File: src/hw/acsf_pkg.sv
// Constants, encodings and conversion helpers for the analog channel scaling filter.
// Assumes one system clock, a synchronous reset and AHB-Lite register access.
package acsf_pkg;

  ////////////////////////////////////////////////////////////////////////////////
  // Structure
  localparam int NUM_CH = 2;
  localparam int CH_W = 1;
  localparam int WIN = 4;
  localparam int CNT_W = 3;
  localparam int FIFO_DEPTH = 32;
  localparam int FIFO_W = 17;
  localparam int LVL_W = 6;

  ////////////////////////////////////////////////////////////////////////////////
  // Signal forms and filter modes
  localparam logic [2:0] FORM_MA4_20 = 3'h0;
  localparam logic [2:0] FORM_MA0_20 = 3'h1;
  localparam logic [2:0] FORM_V1_5 = 3'h2;
  localparam logic [2:0] FORM_V0_10 = 3'h3;
  localparam logic [2:0] FORM_TC_J = 3'h4;
  localparam logic [2:0] FORM_TC_K = 3'h5;
  localparam logic [2:0] FORM_TC_E = 3'h6;
  localparam logic [2:0] FORM_TC_S = 3'h7;
  localparam logic [1:0] FILT_NONE = 2'h0;
  localparam logic [1:0] FILT_MEAN = 2'h1;
  localparam logic [1:0] FILT_MEDIAN = 2'h2;

  ////////////////////////////////////////////////////////////////////////////////
  // Register map
  localparam logic [7:0] OFS_CTRL = 8'h00;
  localparam logic [7:0] OFS_STATUS = 8'h04;
  localparam logic [7:0] OFS_AO_VALUE = 8'h08;
  localparam logic [7:0] OFS_AO_CONV = 8'h0C;
  localparam logic [7:0] OFS_REGION = 8'h10;
  localparam logic [7:0] OFS_UNMAPPED = 8'hFF;
  localparam int CTRL_FORM_LSB = 0;
  localparam int CTRL_FORM_STEP = 4;
  localparam int CTRL_FILT_LSB = 8;
  localparam int CTRL_AO_LSB = 12;
  localparam int STAT_LVL_LSB = 8;
  localparam logic [31:0] CTRL_RST = 32'h0000_3033;
  localparam logic [31:0] CTRL_MASK = 32'h0000_3F77;
  localparam logic [15:0] AO_RST = 16'h0000;
  localparam logic [2:0] HSIZE_WORD = 3'h2;

  ////////////////////////////////////////////////////////////////////////////////
  // Conversion spans (reported units at full code) and detection limits
  localparam logic [31:0] SPAN_MA = 32'h0000_61A8;
  localparam logic [31:0] SPAN_V5 = 32'h0000_1770;
  localparam logic [31:0] SPAN_V10 = 32'h0000_2EE0;
  localparam logic [31:0] SPAN_TC = 32'h0000_4A38;
  localparam logic [15:0] TC_BASE = 16'hF574;
  localparam logic [15:0] LIM_ZERO = 16'h0000;
  localparam logic [15:0] LIM_MA4_LO = 16'h0F50;
  localparam logic [15:0] LIM_MA_HI = 16'h4FB0;
  localparam logic [15:0] LIM_V5_LO = 16'h03C0;
  localparam logic [15:0] LIM_V5_HI = 16'h13EC;
  localparam logic [15:0] LIM_V10_HI = 16'h27D8;
  localparam logic [15:0] LIM_J_LO = 16'hF7CC;
  localparam logic [15:0] LIM_J_HI = 16'h2EE0;
  localparam logic [15:0] LIM_KE_LO = 16'hF574;
  localparam logic [15:0] LIM_K_HI = 16'h32C8;
  localparam logic [15:0] LIM_E_HI = 16'h2710;
  localparam logic [15:0] LIM_S_LO = 16'hFE0C;
  localparam logic [15:0] LIM_S_HI = 16'h3E80;

  typedef enum logic [1:0] {FS_IDLE = 2'b01, FS_CALC = 2'b10} acsf_fstate_t;

  function automatic logic signed [15:0] formLo(input logic [2:0] f);
    logic [15:0] r;
    r = LIM_ZERO;
    unique case (f)
      FORM_MA4_20: r = LIM_MA4_LO;
      FORM_MA0_20: r = LIM_ZERO;
      FORM_V1_5: r = LIM_V5_LO;
      FORM_V0_10: r = LIM_ZERO;
      FORM_TC_J: r = LIM_J_LO;
      FORM_TC_K: r = LIM_KE_LO;
      FORM_TC_E: r = LIM_KE_LO;
      FORM_TC_S: r = LIM_S_LO;
    endcase
    return $signed(r);
  endfunction : formLo

  function automatic logic signed [15:0] formHi(input logic [2:0] f);
    logic [15:0] r;
    r = LIM_ZERO;
    unique case (f)
      FORM_MA4_20: r = LIM_MA_HI;
      FORM_MA0_20: r = LIM_MA_HI;
      FORM_V1_5: r = LIM_V5_HI;
      FORM_V0_10: r = LIM_V10_HI;
      FORM_TC_J: r = LIM_J_HI;
      FORM_TC_K: r = LIM_K_HI;
      FORM_TC_E: r = LIM_E_HI;
      FORM_TC_S: r = LIM_S_HI;
    endcase
    return $signed(r);
  endfunction : formHi

  // Span wider than the detection range so that over-range codes stay visible
  function automatic logic signed [15:0] convert(input logic [2:0] f, input logic [15:0] raw);
    logic [31:0] span;
    logic [31:0] prod;
    logic [15:0] base;
    span = SPAN_TC;
    if (f == FORM_MA4_20 || f == FORM_MA0_20) span = SPAN_MA;
    else if (f == FORM_V1_5) span = SPAN_V5;
    else if (f == FORM_V0_10) span = SPAN_V10;
    prod = 32'(raw) * span;
    base = f[2] ? TC_BASE : LIM_ZERO;
    return $signed(prod[31:16] + base);
  endfunction : convert

endpackage : acsf_pkg

File: src/hw/acsf_fifo.sv
// Flip-flop FIFO with valid/ready on both sides.
// Assumes DEPTH is a power of two; one clock, synchronous reset.
`timescale 1ns/10ps
`default_nettype none
module acsf_fifo #(
  parameter int WIDTH = 17,
  parameter int DEPTH = 32
) (
  input wire logic clock,
  input wire logic sys_rst,
  input wire logic inValid,
  output logic inReady,
  input wire logic [WIDTH-1:0] inData,
  output logic outValid,
  input wire logic outReady,
  output logic [WIDTH-1:0] outData,
  output logic [$clog2(DEPTH+1)-1:0] level
);
  localparam int AW = $clog2(DEPTH);
  localparam int LW = $clog2(DEPTH+1);
  logic [WIDTH-1:0] mem_q [DEPTH];
  logic [WIDTH-1:0] mem_d [DEPTH];
  logic [AW-1:0] wrPtr_q, wrPtr_d, rdPtr_q, rdPtr_d;
  logic [LW-1:0] count_q, count_d;
  logic push, pop;

  assign inReady = count_q != LW'(DEPTH);
  assign outValid = count_q != '0;
  assign outData = mem_q[rdPtr_q];
  assign level = count_q;
  assign push = inValid && inReady;
  assign pop = outValid && outReady;

  always_comb begin
    mem_d = mem_q;
    wrPtr_d = wrPtr_q;
    rdPtr_d = rdPtr_q;
    count_d = count_q;
    if (push) begin
      mem_d[wrPtr_q] = inData;
      wrPtr_d = AW'(wrPtr_q + 1'b1);
    end
    if (pop) rdPtr_d = AW'(rdPtr_q + 1'b1);
    if (push && !pop) count_d = LW'(count_q + 1'b1);
    else if (pop && !push) count_d = LW'(count_q - 1'b1);
  end

  always_ff @(posedge clock) begin
    mem_q <= mem_d;
    if (sys_rst) begin
      wrPtr_q <= '0;
      rdPtr_q <= '0;
      count_q <= '0;
    end else begin
      wrPtr_q <= wrPtr_d;
      rdPtr_q <= rdPtr_d;
      count_q <= count_d;
    end
  end
endmodule : acsf_fifo
`default_nettype wire

File: src/hw/acsf_filter.sv
// Per-channel sliding-window filter: none, arithmetic mean, median average.
// Assumes samples arrive already scaled; takes two cycles per sample.
`timescale 1ns/10ps
`default_nettype none
module acsf_filter (
  input wire logic clock,
  input wire logic sys_rst,
  input wire logic inValid,
  output logic inReady,
  input wire logic [acsf_pkg::CH_W-1:0] inCh,
  input wire logic signed [15:0] inValue,
  input wire logic [2*acsf_pkg::NUM_CH-1:0] filtModes,
  input wire logic [acsf_pkg::NUM_CH-1:0] flush,
  output logic resValid,
  output logic [acsf_pkg::CH_W-1:0] resCh,
  output logic signed [15:0] resValue
);
  acsf_pkg::acsf_fstate_t state_q, state_d;
  logic signed [15:0] win_q [acsf_pkg::NUM_CH][acsf_pkg::WIN];
  logic signed [15:0] win_d [acsf_pkg::NUM_CH][acsf_pkg::WIN];
  logic [acsf_pkg::CNT_W-1:0] cnt_q [acsf_pkg::NUM_CH];
  logic [acsf_pkg::CNT_W-1:0] cnt_d [acsf_pkg::NUM_CH];
  logic [acsf_pkg::CH_W-1:0] cur_q, cur_d, resCh_q, resCh_d;
  logic resValid_q, resValid_d;
  logic signed [15:0] resValue_q, resValue_d, maxC, minC;
  logic signed [19:0] sumC;
  logic [1:0] mode;
  logic full;

  assign inReady = state_q == acsf_pkg::FS_IDLE;
  assign resValid = resValid_q;
  assign resCh = resCh_q;
  assign resValue = resValue_q;
  assign mode = filtModes[2*int'(cur_q) +: 2];
  assign full = cnt_q[cur_q] == acsf_pkg::CNT_W'(acsf_pkg::WIN);

  ////////////////////////////////////////////////////////////////////////////////
  // Window statistics
  always_comb begin
    sumC = '0;
    maxC = win_q[cur_q][0];
    minC = win_q[cur_q][0];
    for (int i = 0; i < acsf_pkg::WIN; i++) begin
      sumC = sumC + 20'(win_q[cur_q][i]);
      if (win_q[cur_q][i] > maxC) maxC = win_q[cur_q][i];
      if (win_q[cur_q][i] < minC) minC = win_q[cur_q][i];
    end
  end

  always_comb begin
    state_d = state_q;
    win_d = win_q;
    cnt_d = cnt_q;
    cur_d = cur_q;
    resValid_d = 1'b0;
    resCh_d = resCh_q;
    resValue_d = resValue_q;
    unique case (state_q)
      acsf_pkg::FS_IDLE: begin
        if (inValid) begin
          for (int i = acsf_pkg::WIN - 1; i > 0; i--) win_d[inCh][i] = win_q[inCh][i-1];
          win_d[inCh][0] = inValue;
          if (cnt_q[inCh] < acsf_pkg::CNT_W'(acsf_pkg::WIN)) begin
            cnt_d[inCh] = acsf_pkg::CNT_W'(cnt_q[inCh] + 1'b1);
          end
          cur_d = inCh;
          state_d = acsf_pkg::FS_CALC;
        end
      end
      acsf_pkg::FS_CALC: begin
        resValid_d = 1'b1;
        resCh_d = cur_q;
        state_d = acsf_pkg::FS_IDLE;
        // Partly filled window passes the newest sample
        if (mode == acsf_pkg::FILT_NONE || !full) begin
          resValue_d = win_q[cur_q][0];
        end else if (mode == acsf_pkg::FILT_MEDIAN) begin
          resValue_d = 16'((sumC - 20'(maxC) - 20'(minC)) / (acsf_pkg::WIN - 2));
        end else begin
          resValue_d = 16'(sumC / acsf_pkg::WIN);
        end
      end
    endcase
    for (int i = 0; i < acsf_pkg::NUM_CH; i++) begin
      if (flush[i]) cnt_d[i] = '0;
    end
  end

  always_ff @(posedge clock) begin
    win_q <= win_d;
    if (sys_rst) begin
      state_q <= acsf_pkg::FS_IDLE;
      for (int i = 0; i < acsf_pkg::NUM_CH; i++) cnt_q[i] <= '0;
      cur_q <= '0;
      resValid_q <= 1'b0;
      resCh_q <= '0;
      resValue_q <= '0;
    end else begin
      state_q <= state_d;
      cnt_q <= cnt_d;
      cur_q <= cur_d;
      resValid_q <= resValid_d;
      resCh_q <= resCh_d;
      resValue_q <= resValue_d;
    end
  end
endmodule : acsf_filter
`default_nettype wire

File: src/hw/acsf_top.sv
// Analog channel scaling filter: scaling, range check, FIFO, filter, input region, output clamp.
// Assumes a single AHB-Lite master, word transfers only, and samples synchronous to clock.
`timescale 1ns/10ps
`default_nettype none

// Behaviour
// - Current forms report milliamperes times 1000
// - Voltage forms report volts times 1000
// - Thermocouple forms report degrees times 10
// - Out-of-range input warns and sends fault report
// - Output value clamped to its signal range
// - Each channel one two-byte slot, even start
// - Channels packed upward in fixed-span region
// - Raw sample scaled linearly per chosen form
// - Filter none passes converted sample unchanged
// - Mean mode averages sliding window
// - Median mode drops max and min, averages
module acsf_top (
  input wire logic clock,
  input wire logic sys_rst,
  input wire logic hsel,
  input wire logic [31:0] haddr,
  input wire logic [1:0] htrans,
  input wire logic hwrite,
  input wire logic [2:0] hsize,
  input wire logic [31:0] hwdata,
  input wire logic hready,
  output logic hreadyout,
  output logic hresp,
  output logic [31:0] hrdata,
  input wire logic sampleValid,
  output logic sampleReady,
  input wire logic [acsf_pkg::CH_W-1:0] sampleCh,
  input wire logic [15:0] sampleRaw,
  output logic faultValid,
  output logic [acsf_pkg::CH_W-1:0] faultCh,
  output logic [acsf_pkg::NUM_CH-1:0] rangeWarn,
  output logic [1:0] dacForm,
  output logic [15:0] dacValue
);
  logic addrTake;
  logic dpValid_q, dpValid_d, dpWrite_q, dpWrite_d, rdWait_q, rdWait_d;
  logic [7:0] dpAddr_q, dpAddr_d;
  logic [31:0] hrdata_q, hrdata_d, ctrl_q, ctrl_d;
  logic wrHit, wrCtrl, wrStat, wrAo;
  logic [acsf_pkg::NUM_CH-1:0] warn_q, warn_d, flush;
  logic signed [15:0] aoVal_q, aoVal_d, dac_q, dac_d, aoLo, aoHi;
  logic signed [15:0] slot_q [acsf_pkg::NUM_CH];
  logic signed [15:0] slot_d [acsf_pkg::NUM_CH];
  logic faultValid_q, faultValid_d;
  logic [acsf_pkg::CH_W-1:0] faultCh_q, faultCh_d;
  logic [2:0] inForm;
  logic signed [15:0] conv;
  logic outRange, sampleAcc;
  logic fifoInReady, fifoOutValid, filtReady;
  logic [acsf_pkg::FIFO_W-1:0] fifoInData, fifoOutData;
  logic [acsf_pkg::LVL_W-1:0] fifoLevel;
  logic resValid;
  logic [acsf_pkg::CH_W-1:0] resCh;
  logic signed [15:0] resValue;

  function automatic logic [2:0] formOf(input logic [31:0] c, input logic [acsf_pkg::CH_W-1:0] ch);
    return c[acsf_pkg::CTRL_FORM_LSB + acsf_pkg::CTRL_FORM_STEP*int'(ch) +: 3];
  endfunction : formOf

  ////////////////////////////////////////////////////////////////////////////////
  // AHB-Lite slave: writes zero wait, reads one wait state
  assign addrTake = hsel && hready && htrans[1];
  assign hreadyout = !rdWait_q;
  assign hresp = 1'b0;
  assign hrdata = hrdata_q;
  assign wrHit = dpValid_q && dpWrite_q;
  assign wrCtrl = wrHit && dpAddr_q == acsf_pkg::OFS_CTRL;
  assign wrStat = wrHit && dpAddr_q == acsf_pkg::OFS_STATUS;
  assign wrAo = wrHit && dpAddr_q == acsf_pkg::OFS_AO_VALUE;

  always_comb begin
    dpValid_d = addrTake && hsize == acsf_pkg::HSIZE_WORD;
    dpWrite_d = hwrite;
    dpAddr_d = (haddr[31:8] == 24'h000000) ? haddr[7:0] : acsf_pkg::OFS_UNMAPPED;
    rdWait_d = addrTake && !hwrite;
    hrdata_d = hrdata_q;
    if (rdWait_q) begin
      // Read mux sampled one cycle late so a write just before is seen
      case (dpAddr_q)
        acsf_pkg::OFS_CTRL: hrdata_d = ctrl_q;
        acsf_pkg::OFS_STATUS: begin
          hrdata_d = (32'(fifoLevel) << acsf_pkg::STAT_LVL_LSB) | 32'(warn_q);
        end
        acsf_pkg::OFS_AO_VALUE: hrdata_d = {16'h0000, aoVal_q};
        acsf_pkg::OFS_AO_CONV: hrdata_d = {16'h0000, dac_q};
        acsf_pkg::OFS_REGION: hrdata_d = {slot_q[1], slot_q[0]};
        default: hrdata_d = 32'h0000_0000;
      endcase
      if (!dpValid_q) hrdata_d = 32'h0000_0000;
    end
  end

  always_ff @(posedge clock) begin
    if (sys_rst) begin
      dpValid_q <= 1'b0;
      dpWrite_q <= 1'b0;
      dpAddr_q <= 8'h00;
      rdWait_q <= 1'b0;
      hrdata_q <= 32'h0000_0000;
    end else begin
      dpValid_q <= dpValid_d;
      dpWrite_q <= dpWrite_d;
      dpAddr_q <= dpAddr_d;
      rdWait_q <= rdWait_d;
      hrdata_q <= hrdata_d;
    end
  end

  ////////////////////////////////////////////////////////////////////////////////
  // Scaling and detection range
  assign inForm = formOf(ctrl_q, sampleCh);
  assign conv = acsf_pkg::convert(inForm, sampleRaw);
  assign outRange = conv < acsf_pkg::formLo(inForm) || conv > acsf_pkg::formHi(inForm);
  assign sampleAcc = sampleValid && fifoInReady;
  assign sampleReady = fifoInReady;
  assign fifoInData = {sampleCh, conv};

  ////////////////////////////////////////////////////////////////////////////////
  // Control, status, output clamp and input region
  assign dacForm = ctrl_q[acsf_pkg::CTRL_AO_LSB +: 2];
  assign aoLo = acsf_pkg::formLo({1'b0, dacForm});
  assign aoHi = acsf_pkg::formHi({1'b0, dacForm});
  assign dacValue = dac_q;
  assign rangeWarn = warn_q;
  assign faultValid = faultValid_q;
  assign faultCh = faultCh_q;

  always_comb begin
    ctrl_d = ctrl_q;
    aoVal_d = aoVal_q;
    warn_d = warn_q;
    flush = '0;
    if (wrCtrl) begin
      ctrl_d = hwdata & acsf_pkg::CTRL_MASK;
      for (int i = 0; i < acsf_pkg::NUM_CH; i++) begin
        flush[i] = formOf(ctrl_d, acsf_pkg::CH_W'(i)) != formOf(ctrl_q, acsf_pkg::CH_W'(i));
      end
    end
    if (wrAo) aoVal_d = $signed(hwdata[15:0]);
    if (wrStat) warn_d = warn_q & ~hwdata[acsf_pkg::NUM_CH-1:0];
    // Set wins over a clear in the same cycle
    if (sampleAcc && outRange) warn_d[sampleCh] = 1'b1;
    faultValid_d = sampleAcc && outRange;
    faultCh_d = sampleAcc ? sampleCh : faultCh_q;
    // Clamp stays ahead of the converter; dacValue keeps the old form's clamp for one cycle after a dacForm change
    if (aoVal_q > aoHi) dac_d = aoHi;
    else if (aoVal_q < aoLo) dac_d = aoLo;
    else dac_d = aoVal_q;
    slot_d = slot_q;
    if (resValid) slot_d[resCh] = resValue;
  end

  always_ff @(posedge clock) begin
    if (sys_rst) begin
      ctrl_q <= acsf_pkg::CTRL_RST;
      aoVal_q <= acsf_pkg::AO_RST;
      warn_q <= '0;
      dac_q <= acsf_pkg::AO_RST;
      faultValid_q <= 1'b0;
      faultCh_q <= '0;
      for (int i = 0; i < acsf_pkg::NUM_CH; i++) slot_q[i] <= '0;
    end else begin
      ctrl_q <= ctrl_d;
      aoVal_q <= aoVal_d;
      warn_q <= warn_d;
      dac_q <= dac_d;
      faultValid_q <= faultValid_d;
      faultCh_q <= faultCh_d;
      slot_q <= slot_d;
    end
  end

  ////////////////////////////////////////////////////////////////////////////////
  // Sample buffer and filter
  acsf_fifo #(
    .WIDTH(acsf_pkg::FIFO_W),
    .DEPTH(acsf_pkg::FIFO_DEPTH)
  ) u_fifo (
    .clock(clock),
    .sys_rst(sys_rst),
    .inValid(sampleValid),
    .inReady(fifoInReady),
    .inData(fifoInData),
    .outValid(fifoOutValid),
    .outReady(filtReady),
    .outData(fifoOutData),
    .level(fifoLevel)
  );

  acsf_filter u_filter (
    .clock(clock),
    .sys_rst(sys_rst),
    .inValid(fifoOutValid),
    .inReady(filtReady),
    .inCh(fifoOutData[acsf_pkg::FIFO_W-1 -: acsf_pkg::CH_W]),
    .inValue($signed(fifoOutData[15:0])),
    .filtModes(ctrl_q[acsf_pkg::CTRL_FILT_LSB +: 2*acsf_pkg::NUM_CH]),
    .flush(flush),
    .resValid(resValid),
    .resCh(resCh),
    .resValue(resValue)
  );
endmodule : acsf_top
`default_nettype wire

File: config.mk
export PLATFORM = sky130hd
export DESIGN_NAME = acsf_top
export DESIGN_NICKNAME = d
export VERILOG_FILES = /design/src/hw/acsf_pkg.sv /design/src/hw/acsf_fifo.sv /design/src/hw/acsf_filter.sv /design/src/hw/acsf_top.sv
export SDC_FILE = /design/constraint.sdc
export NUM_CORES = 2
export LEC_CHECK = 0
export BUFFER_PORTS_ARGS = -buffer_cell sky130_fd_sc_hd__buf_2
export CAP_MARGIN = 10
export CORE_AREA = 2 2 296 298
export DETAILED_ROUTE_END_ITERATION = 7
export DIE_AREA = 0 0 298 300
export GPL_TIMING_DRIVEN = 0
export PLACE_DENSITY = 0.74
export SLEW_MARGIN = 20
export SYNTH_ARGS = -nofsm -noshare
export SYNTH_HDL_FRONTEND = slang
export SYNTH_HIERARCHICAL = 1
export SYNTH_SLANG_ARGS = --single-unit
File: constraint.sdc
create_clock -name clock -period 13 [get_ports clock]
set_input_delay 0.65 -clock clock [delete_from_list [all_inputs] [get_ports clock]]
set_output_delay 0.65 -clock clock [all_outputs]
set_load 0.005 [all_outputs]
==> metrics.json <==
{
  "hold_depth": {"value": 2},
  "final.hold.worst_slack": {"value": 182, "unit": "ps"},
  "tightestPinTransition": {"value": 1210, "unit": "ps"},
  "grt_pass1_wl": {"value": 199000, "unit": "um"},
  "io-pin-count": {"value": 149},
  "syn-instance-count": {"value": 4020},
  "antenna_found_initial": {"value": 2},
  "clock_insertion_delay_worst_skew": {"value": 660, "unit": "ps"},
  "max-clock-path-buffers": {"value": 3},
  "timing.setup.tns": {"value": 0, "unit": "ps"},
  "finalMaxSlewViolations": {"value": 0},
  "worst_hold_path_type": {"value": "in -> reg"},
  "arrival": {"value": 13160, "unit": "ps"},
  "crit_path_max_cell_delay": {"value": 580, "unit": "ps"},
  "final.setup_skew": {"value": 79.7, "unit": "ps"},
  "timing_worst_setup_path_type": {"value": "reg -> reg"},
  "synth_seq_cells": {"value": 838},
  "globalRouteTotalUtil": {"value": 29.2, "unit": "%"},
  "via_count": {"value": 34000},
  "post_synth.cell_area_avg": {"value": 12.1, "unit": "sq um"},
  "h-tree-depth": {"value": 3},
  "max_cap_viol_count": {"value": 0},
  "die_area": {"value": 89400, "unit": "sq um"},
  "result_of_the_run": {"value": "finished clean"},
  "critPathMaxFanout": {"value": 10},
  "fill_cells": {"value": 6654},
  "crit_path_top_delay_cell": {"value": "or4_4"},
  "cts.clk_slew.worst_paths": {"value": 60, "unit": "ps"},
  "stdcell_count": {"value": 5522},
  "detail_route.vias_per_cell": {"value": 6.16},
  "reg2reg_to": {"value": "u_filter/resValue[15]"},
  "report.final.hold_viol_count": {"value": 0},
  "ff2ff_path_depth": {"value": 58},
  "final_net_count": {"value": 4864},
  "layout-drive-gt1-share": {"value": 16.7, "unit": "%"},
  "timing.critical_path.required": {"value": 13560, "unit": "ps"},
  "detail-route-antenna-nets": {"value": 0},
  "route.final.wire_length": {"value": 132000, "unit": "um"},
  "gpl.final_weighted_congestion": {"value": 0.977},
  "area_growth": {"value": 12.8, "unit": "%"},
  "floorplan.rows": {"value": 108},
  "finalSetupViolations": {"value": 0},
  "period_share": {"value": 96.9, "unit": "%"},
  "numClockSinks": {"value": 838},
  "drt_first_iter_violations": {"value": 3481},
  "setup_ws": {"value": 401, "unit": "ps"},
  "dp_hpwl": {"value": 99200, "unit": "um"},
  "drt_pre_antenna_iters": {"value": 5},
  "grt_pass1_vias": {"value": 33200},
  "netlist_area": {"value": 48700, "unit": "sq um"},
  "place_inst": {"value": 5362},
  "floorplan.initialDensity": {"value": 56.5, "unit": "%"},
  "timing.hold.worst.start": {"value": "hsize[0]"},
  "tritoncts.num_buffers": {"value": 84},
  "grt_max_degree": {"value": 54},
  "placement.setup.worst_slack": {"value": -2970, "unit": "ps"},
  "multi_input_area": {"value": 23400, "unit": "sq um"},
  "synth_edf_count": {"value": 672},
  "drcViolationCount": {"value": 0},
  "global_route.overflow_total": {"value": 0},
  "tritoncts": {"value": "yes"},
  "r2r_setup_slack": {"value": 400, "unit": "ps"},
  "register_area": {"value": 23500, "unit": "sq um"},
  "root_buffer": {"value": "clkbuf_16"},
  "die_width": {"value": 298, "unit": "um"},
  "die_span_in_y": {"value": 300, "unit": "um"},
  "timing.slew.headroom": {"value": 19.0, "unit": "%"},
  "port-buffer-count": {"value": 128},
  "core-area": {"value": 86200, "unit": "sq um"},
  "synth_sequential_area_ratio": {"value": 48.3, "unit": "%"},
  "ys_warn_count": {"value": 6},
  "fin_crit": {"value": 12600, "unit": "ps"},
  "primary_flip_flop_cell_chosen_by_synthesis_mapping": {"value": "edfxtp_1"},
  "startpoint_type": {"value": "flip-flop"},
  "fmaxAchievable": {"value": 79.4, "unit": "MHz"},
  "endpoint_kind": {"value": "flip-flop"},
  "most_prevalent_standard_cell_on_the_critical_path": {"value": "a21o_1"},
  "r2r-start": {"value": "u_filter/cur_q"},
  "ys_types": {"value": 107},
  "hold_path_end": {"value": "dpValid_q"},
  "fraction_of_synthesis_flops_using_an_asynchronous_set_or_reset_pin": {"value": 0, "unit": "%"},
  "route.detailed.wl_per_inst": {"value": 23.8, "unit": "um"}
}
-- critical path, delay by kind of cell, from the launching register on --
family | cells | cell delay, ps
fa+ha+maj | 6 | 1720
mux | 1 | 310
simple gates | 15 | 3320
buf+inv | 8 | 1190
compound gates | 28 | 5560
flops | 1 | 410
-- cells in the mapped netlist, drive strengths merged (7+ instances only) --
library cell / instances / area share [%]
nand3b: 14 / 0.22
edfxtp: 672 / 41
o22ai: 31 / 0.40
o21ai: 121 / 1.2
mux4: 102 / 4.8
inv: 367 / 2.8
o21bai: 7 / 0.13
mux2i: 164 / 3.4
a21o: 38 / 0.60
nand2b: 17 / 0.22
nor2: 225 / 1.8
mux2: 100 / 2.3
and2: 54 / 0.69
and3: 45 / 0.59
dfxtp: 166 / 6.8
a21oi: 250 / 2.6
xor2: 26 / 0.48
buf: 71 / 0.92
fa: 193 / 7.9
o311ai: 7 / 0.16
ha: 277 / 7.1
a211o: 13 / 0.23
a22o: 18 / 0.32
or3: 14 / 0.18
a211oi: 30 / 0.50
xnor2: 62 / 1.1
o211ai: 13 / 0.20
nor3b: 12 / 0.20
o221ai: 19 / 0.34
a2111oi: 19 / 0.38
a22oi: 56 / 0.87
a311oi: 19 / 0.48
clkbuf: 125 / 0.96
or2: 8 / 0.10
nor3: 51 / 0.53
nand2: 321 / 2.5
a31oi: 12 / 0.17
or4: 10 / 0.16
nor4: 23 / 0.31
o21a: 22 / 0.34
nand4: 29 / 0.39
nor2b: 43 / 0.55
nand3: 66 / 0.71
-- sequential cells by signal, indices dropped and copies added (netlist names), 5 cells and up --
| register | cells |
|---|---|
| dacValue | 16 |
| u_filter/resValue | 16 |
| u_fifo/mem_q | 544 |
| dpAddr_q | 8 |
| hrdata | 32 |
| ctrl_q | 12 |
| u_fifo/level | 6 |
| u_fifo/rdPtr_q | 5 |
| u_fifo/wrPtr_q | 5 |
| u_filter/win_q | 128 |
| aoVal_q | 16 |
| u_filter/cnt_q | 6 |
| slot_q | 32 |
-- layout by cell type, fill, tap and decap left out, types with 18 or more instances in the layout --
cell type / n
o21ai_0: 104
and3_1: 42
nor2_1: 186
nand4_1: 28
o22ai_1: 31
o21a_1: 22
and2_1: 51
a21o_1: 37
clkbuf_16: 85
mux2_2: 100
fa_1: 193
dfxtp_1: 165
edfxtp_1: 672
nor4_1: 20
nand3_1: 64
nand2_1: 321
buf_6: 48
mux2i_1: 153
o221ai_1: 19
clkbuf_1: 130
buf_2: 151
a22o_1: 18
buf_4: 23
ha_1: 274
a211oi_1: 25
nor2b_1: 43
a22oi_1: 55
xnor2_1: 52
nor3_1: 49
a21oi_1: 242
inv_1: 361
nor2_2: 33
mux4_2: 96
xor2_1: 23
-- through the flow --
| stage | cell area (sq um) | util [%] |
|---|---|---|
| CTS | 54700 | 63.4 |
| detailed placement | 51800 | 60.1 |
| global route | 54900 | 63.7 |
| finish | 54900 | 63.7 |
| floorplan | 48700 | - |
| global placement | 50800 | 58.9 |
-- how the worst max path moves through the flow --
stage | to | startpoint | cells after the start
global placement | u_filter/resValue[15] | u_filter/cur_q | 61
detailed placement | u_filter/resValue[15] | u_filter/cur_q | 61
finish | u_filter/resValue[15] | u_filter/cur_q | 58
CTS | u_filter/resValue[15] | u_filter/cur_q | 58
floorplan | u_filter/resValue[15] | u_filter/cur_q | 61
global route | u_filter/resValue[15] | u_filter/cur_q | 60
-- layout make-up --
class                   count  share of cell area [%]
well taps                1155                    2.63
inverters                 367                    2.52
diodes                      1                 0.00456
clock inverters            44                   0.770
flip-flops and latches    838                    42.8
repair buffers            197                    2.77
multi-input cells        2620                    42.6
repair inverters            1                 0.00912
clock buffers             106                    4.06
plain buffers             193                    1.82
-- what timing repair did --
| action | CTS | global route |
|---|---|---|
| endpoints found under the hold margin | 0 | 0 |
| endpoints found under the setup margin | 16 | 19 |
| resized for setup | 54 | 54 |
| hold buffers | 0 | 0 |
| setup buffers | 2 | 9 |
| gates cloned | 0 | 1 |
| pin swaps | 5 | 10 |
-- metal layers --
layer / global-route usage [%] / vias up / share of wire (%) / routed length, um
met4: 10.6 / 2 / 4.0 / 5210
met2: 47.8 / 1544 / 48 / 63000
met1: 40.1 / 16900 / 41 / 53300
met5: 0 / - / 0.0099 / 13
met3: 3.86 / 292 / 7.6 / 9990
li1: - / 15300 / - / -
-- cells by family after synthesis --
| logic type | after synthesis | synth area share [%] |
|---|---|---|
| fa+ha+maj | 472 | 15.1 |
| other cells | 1 | 0.00770 |
| buf+inv | 563 | 4.71 |
| flops | 838 | 48.3 |
| compound gates | 738 | 10.3 |
| xor+xnor | 89 | 1.64 |
| simple gates | 953 | 9.47 |
| mux | 366 | 10.5 |
Power is left out: the tool's default activity adds up to more than one toggle a clock period on the data nets, which glitch-free logic cannot reach.
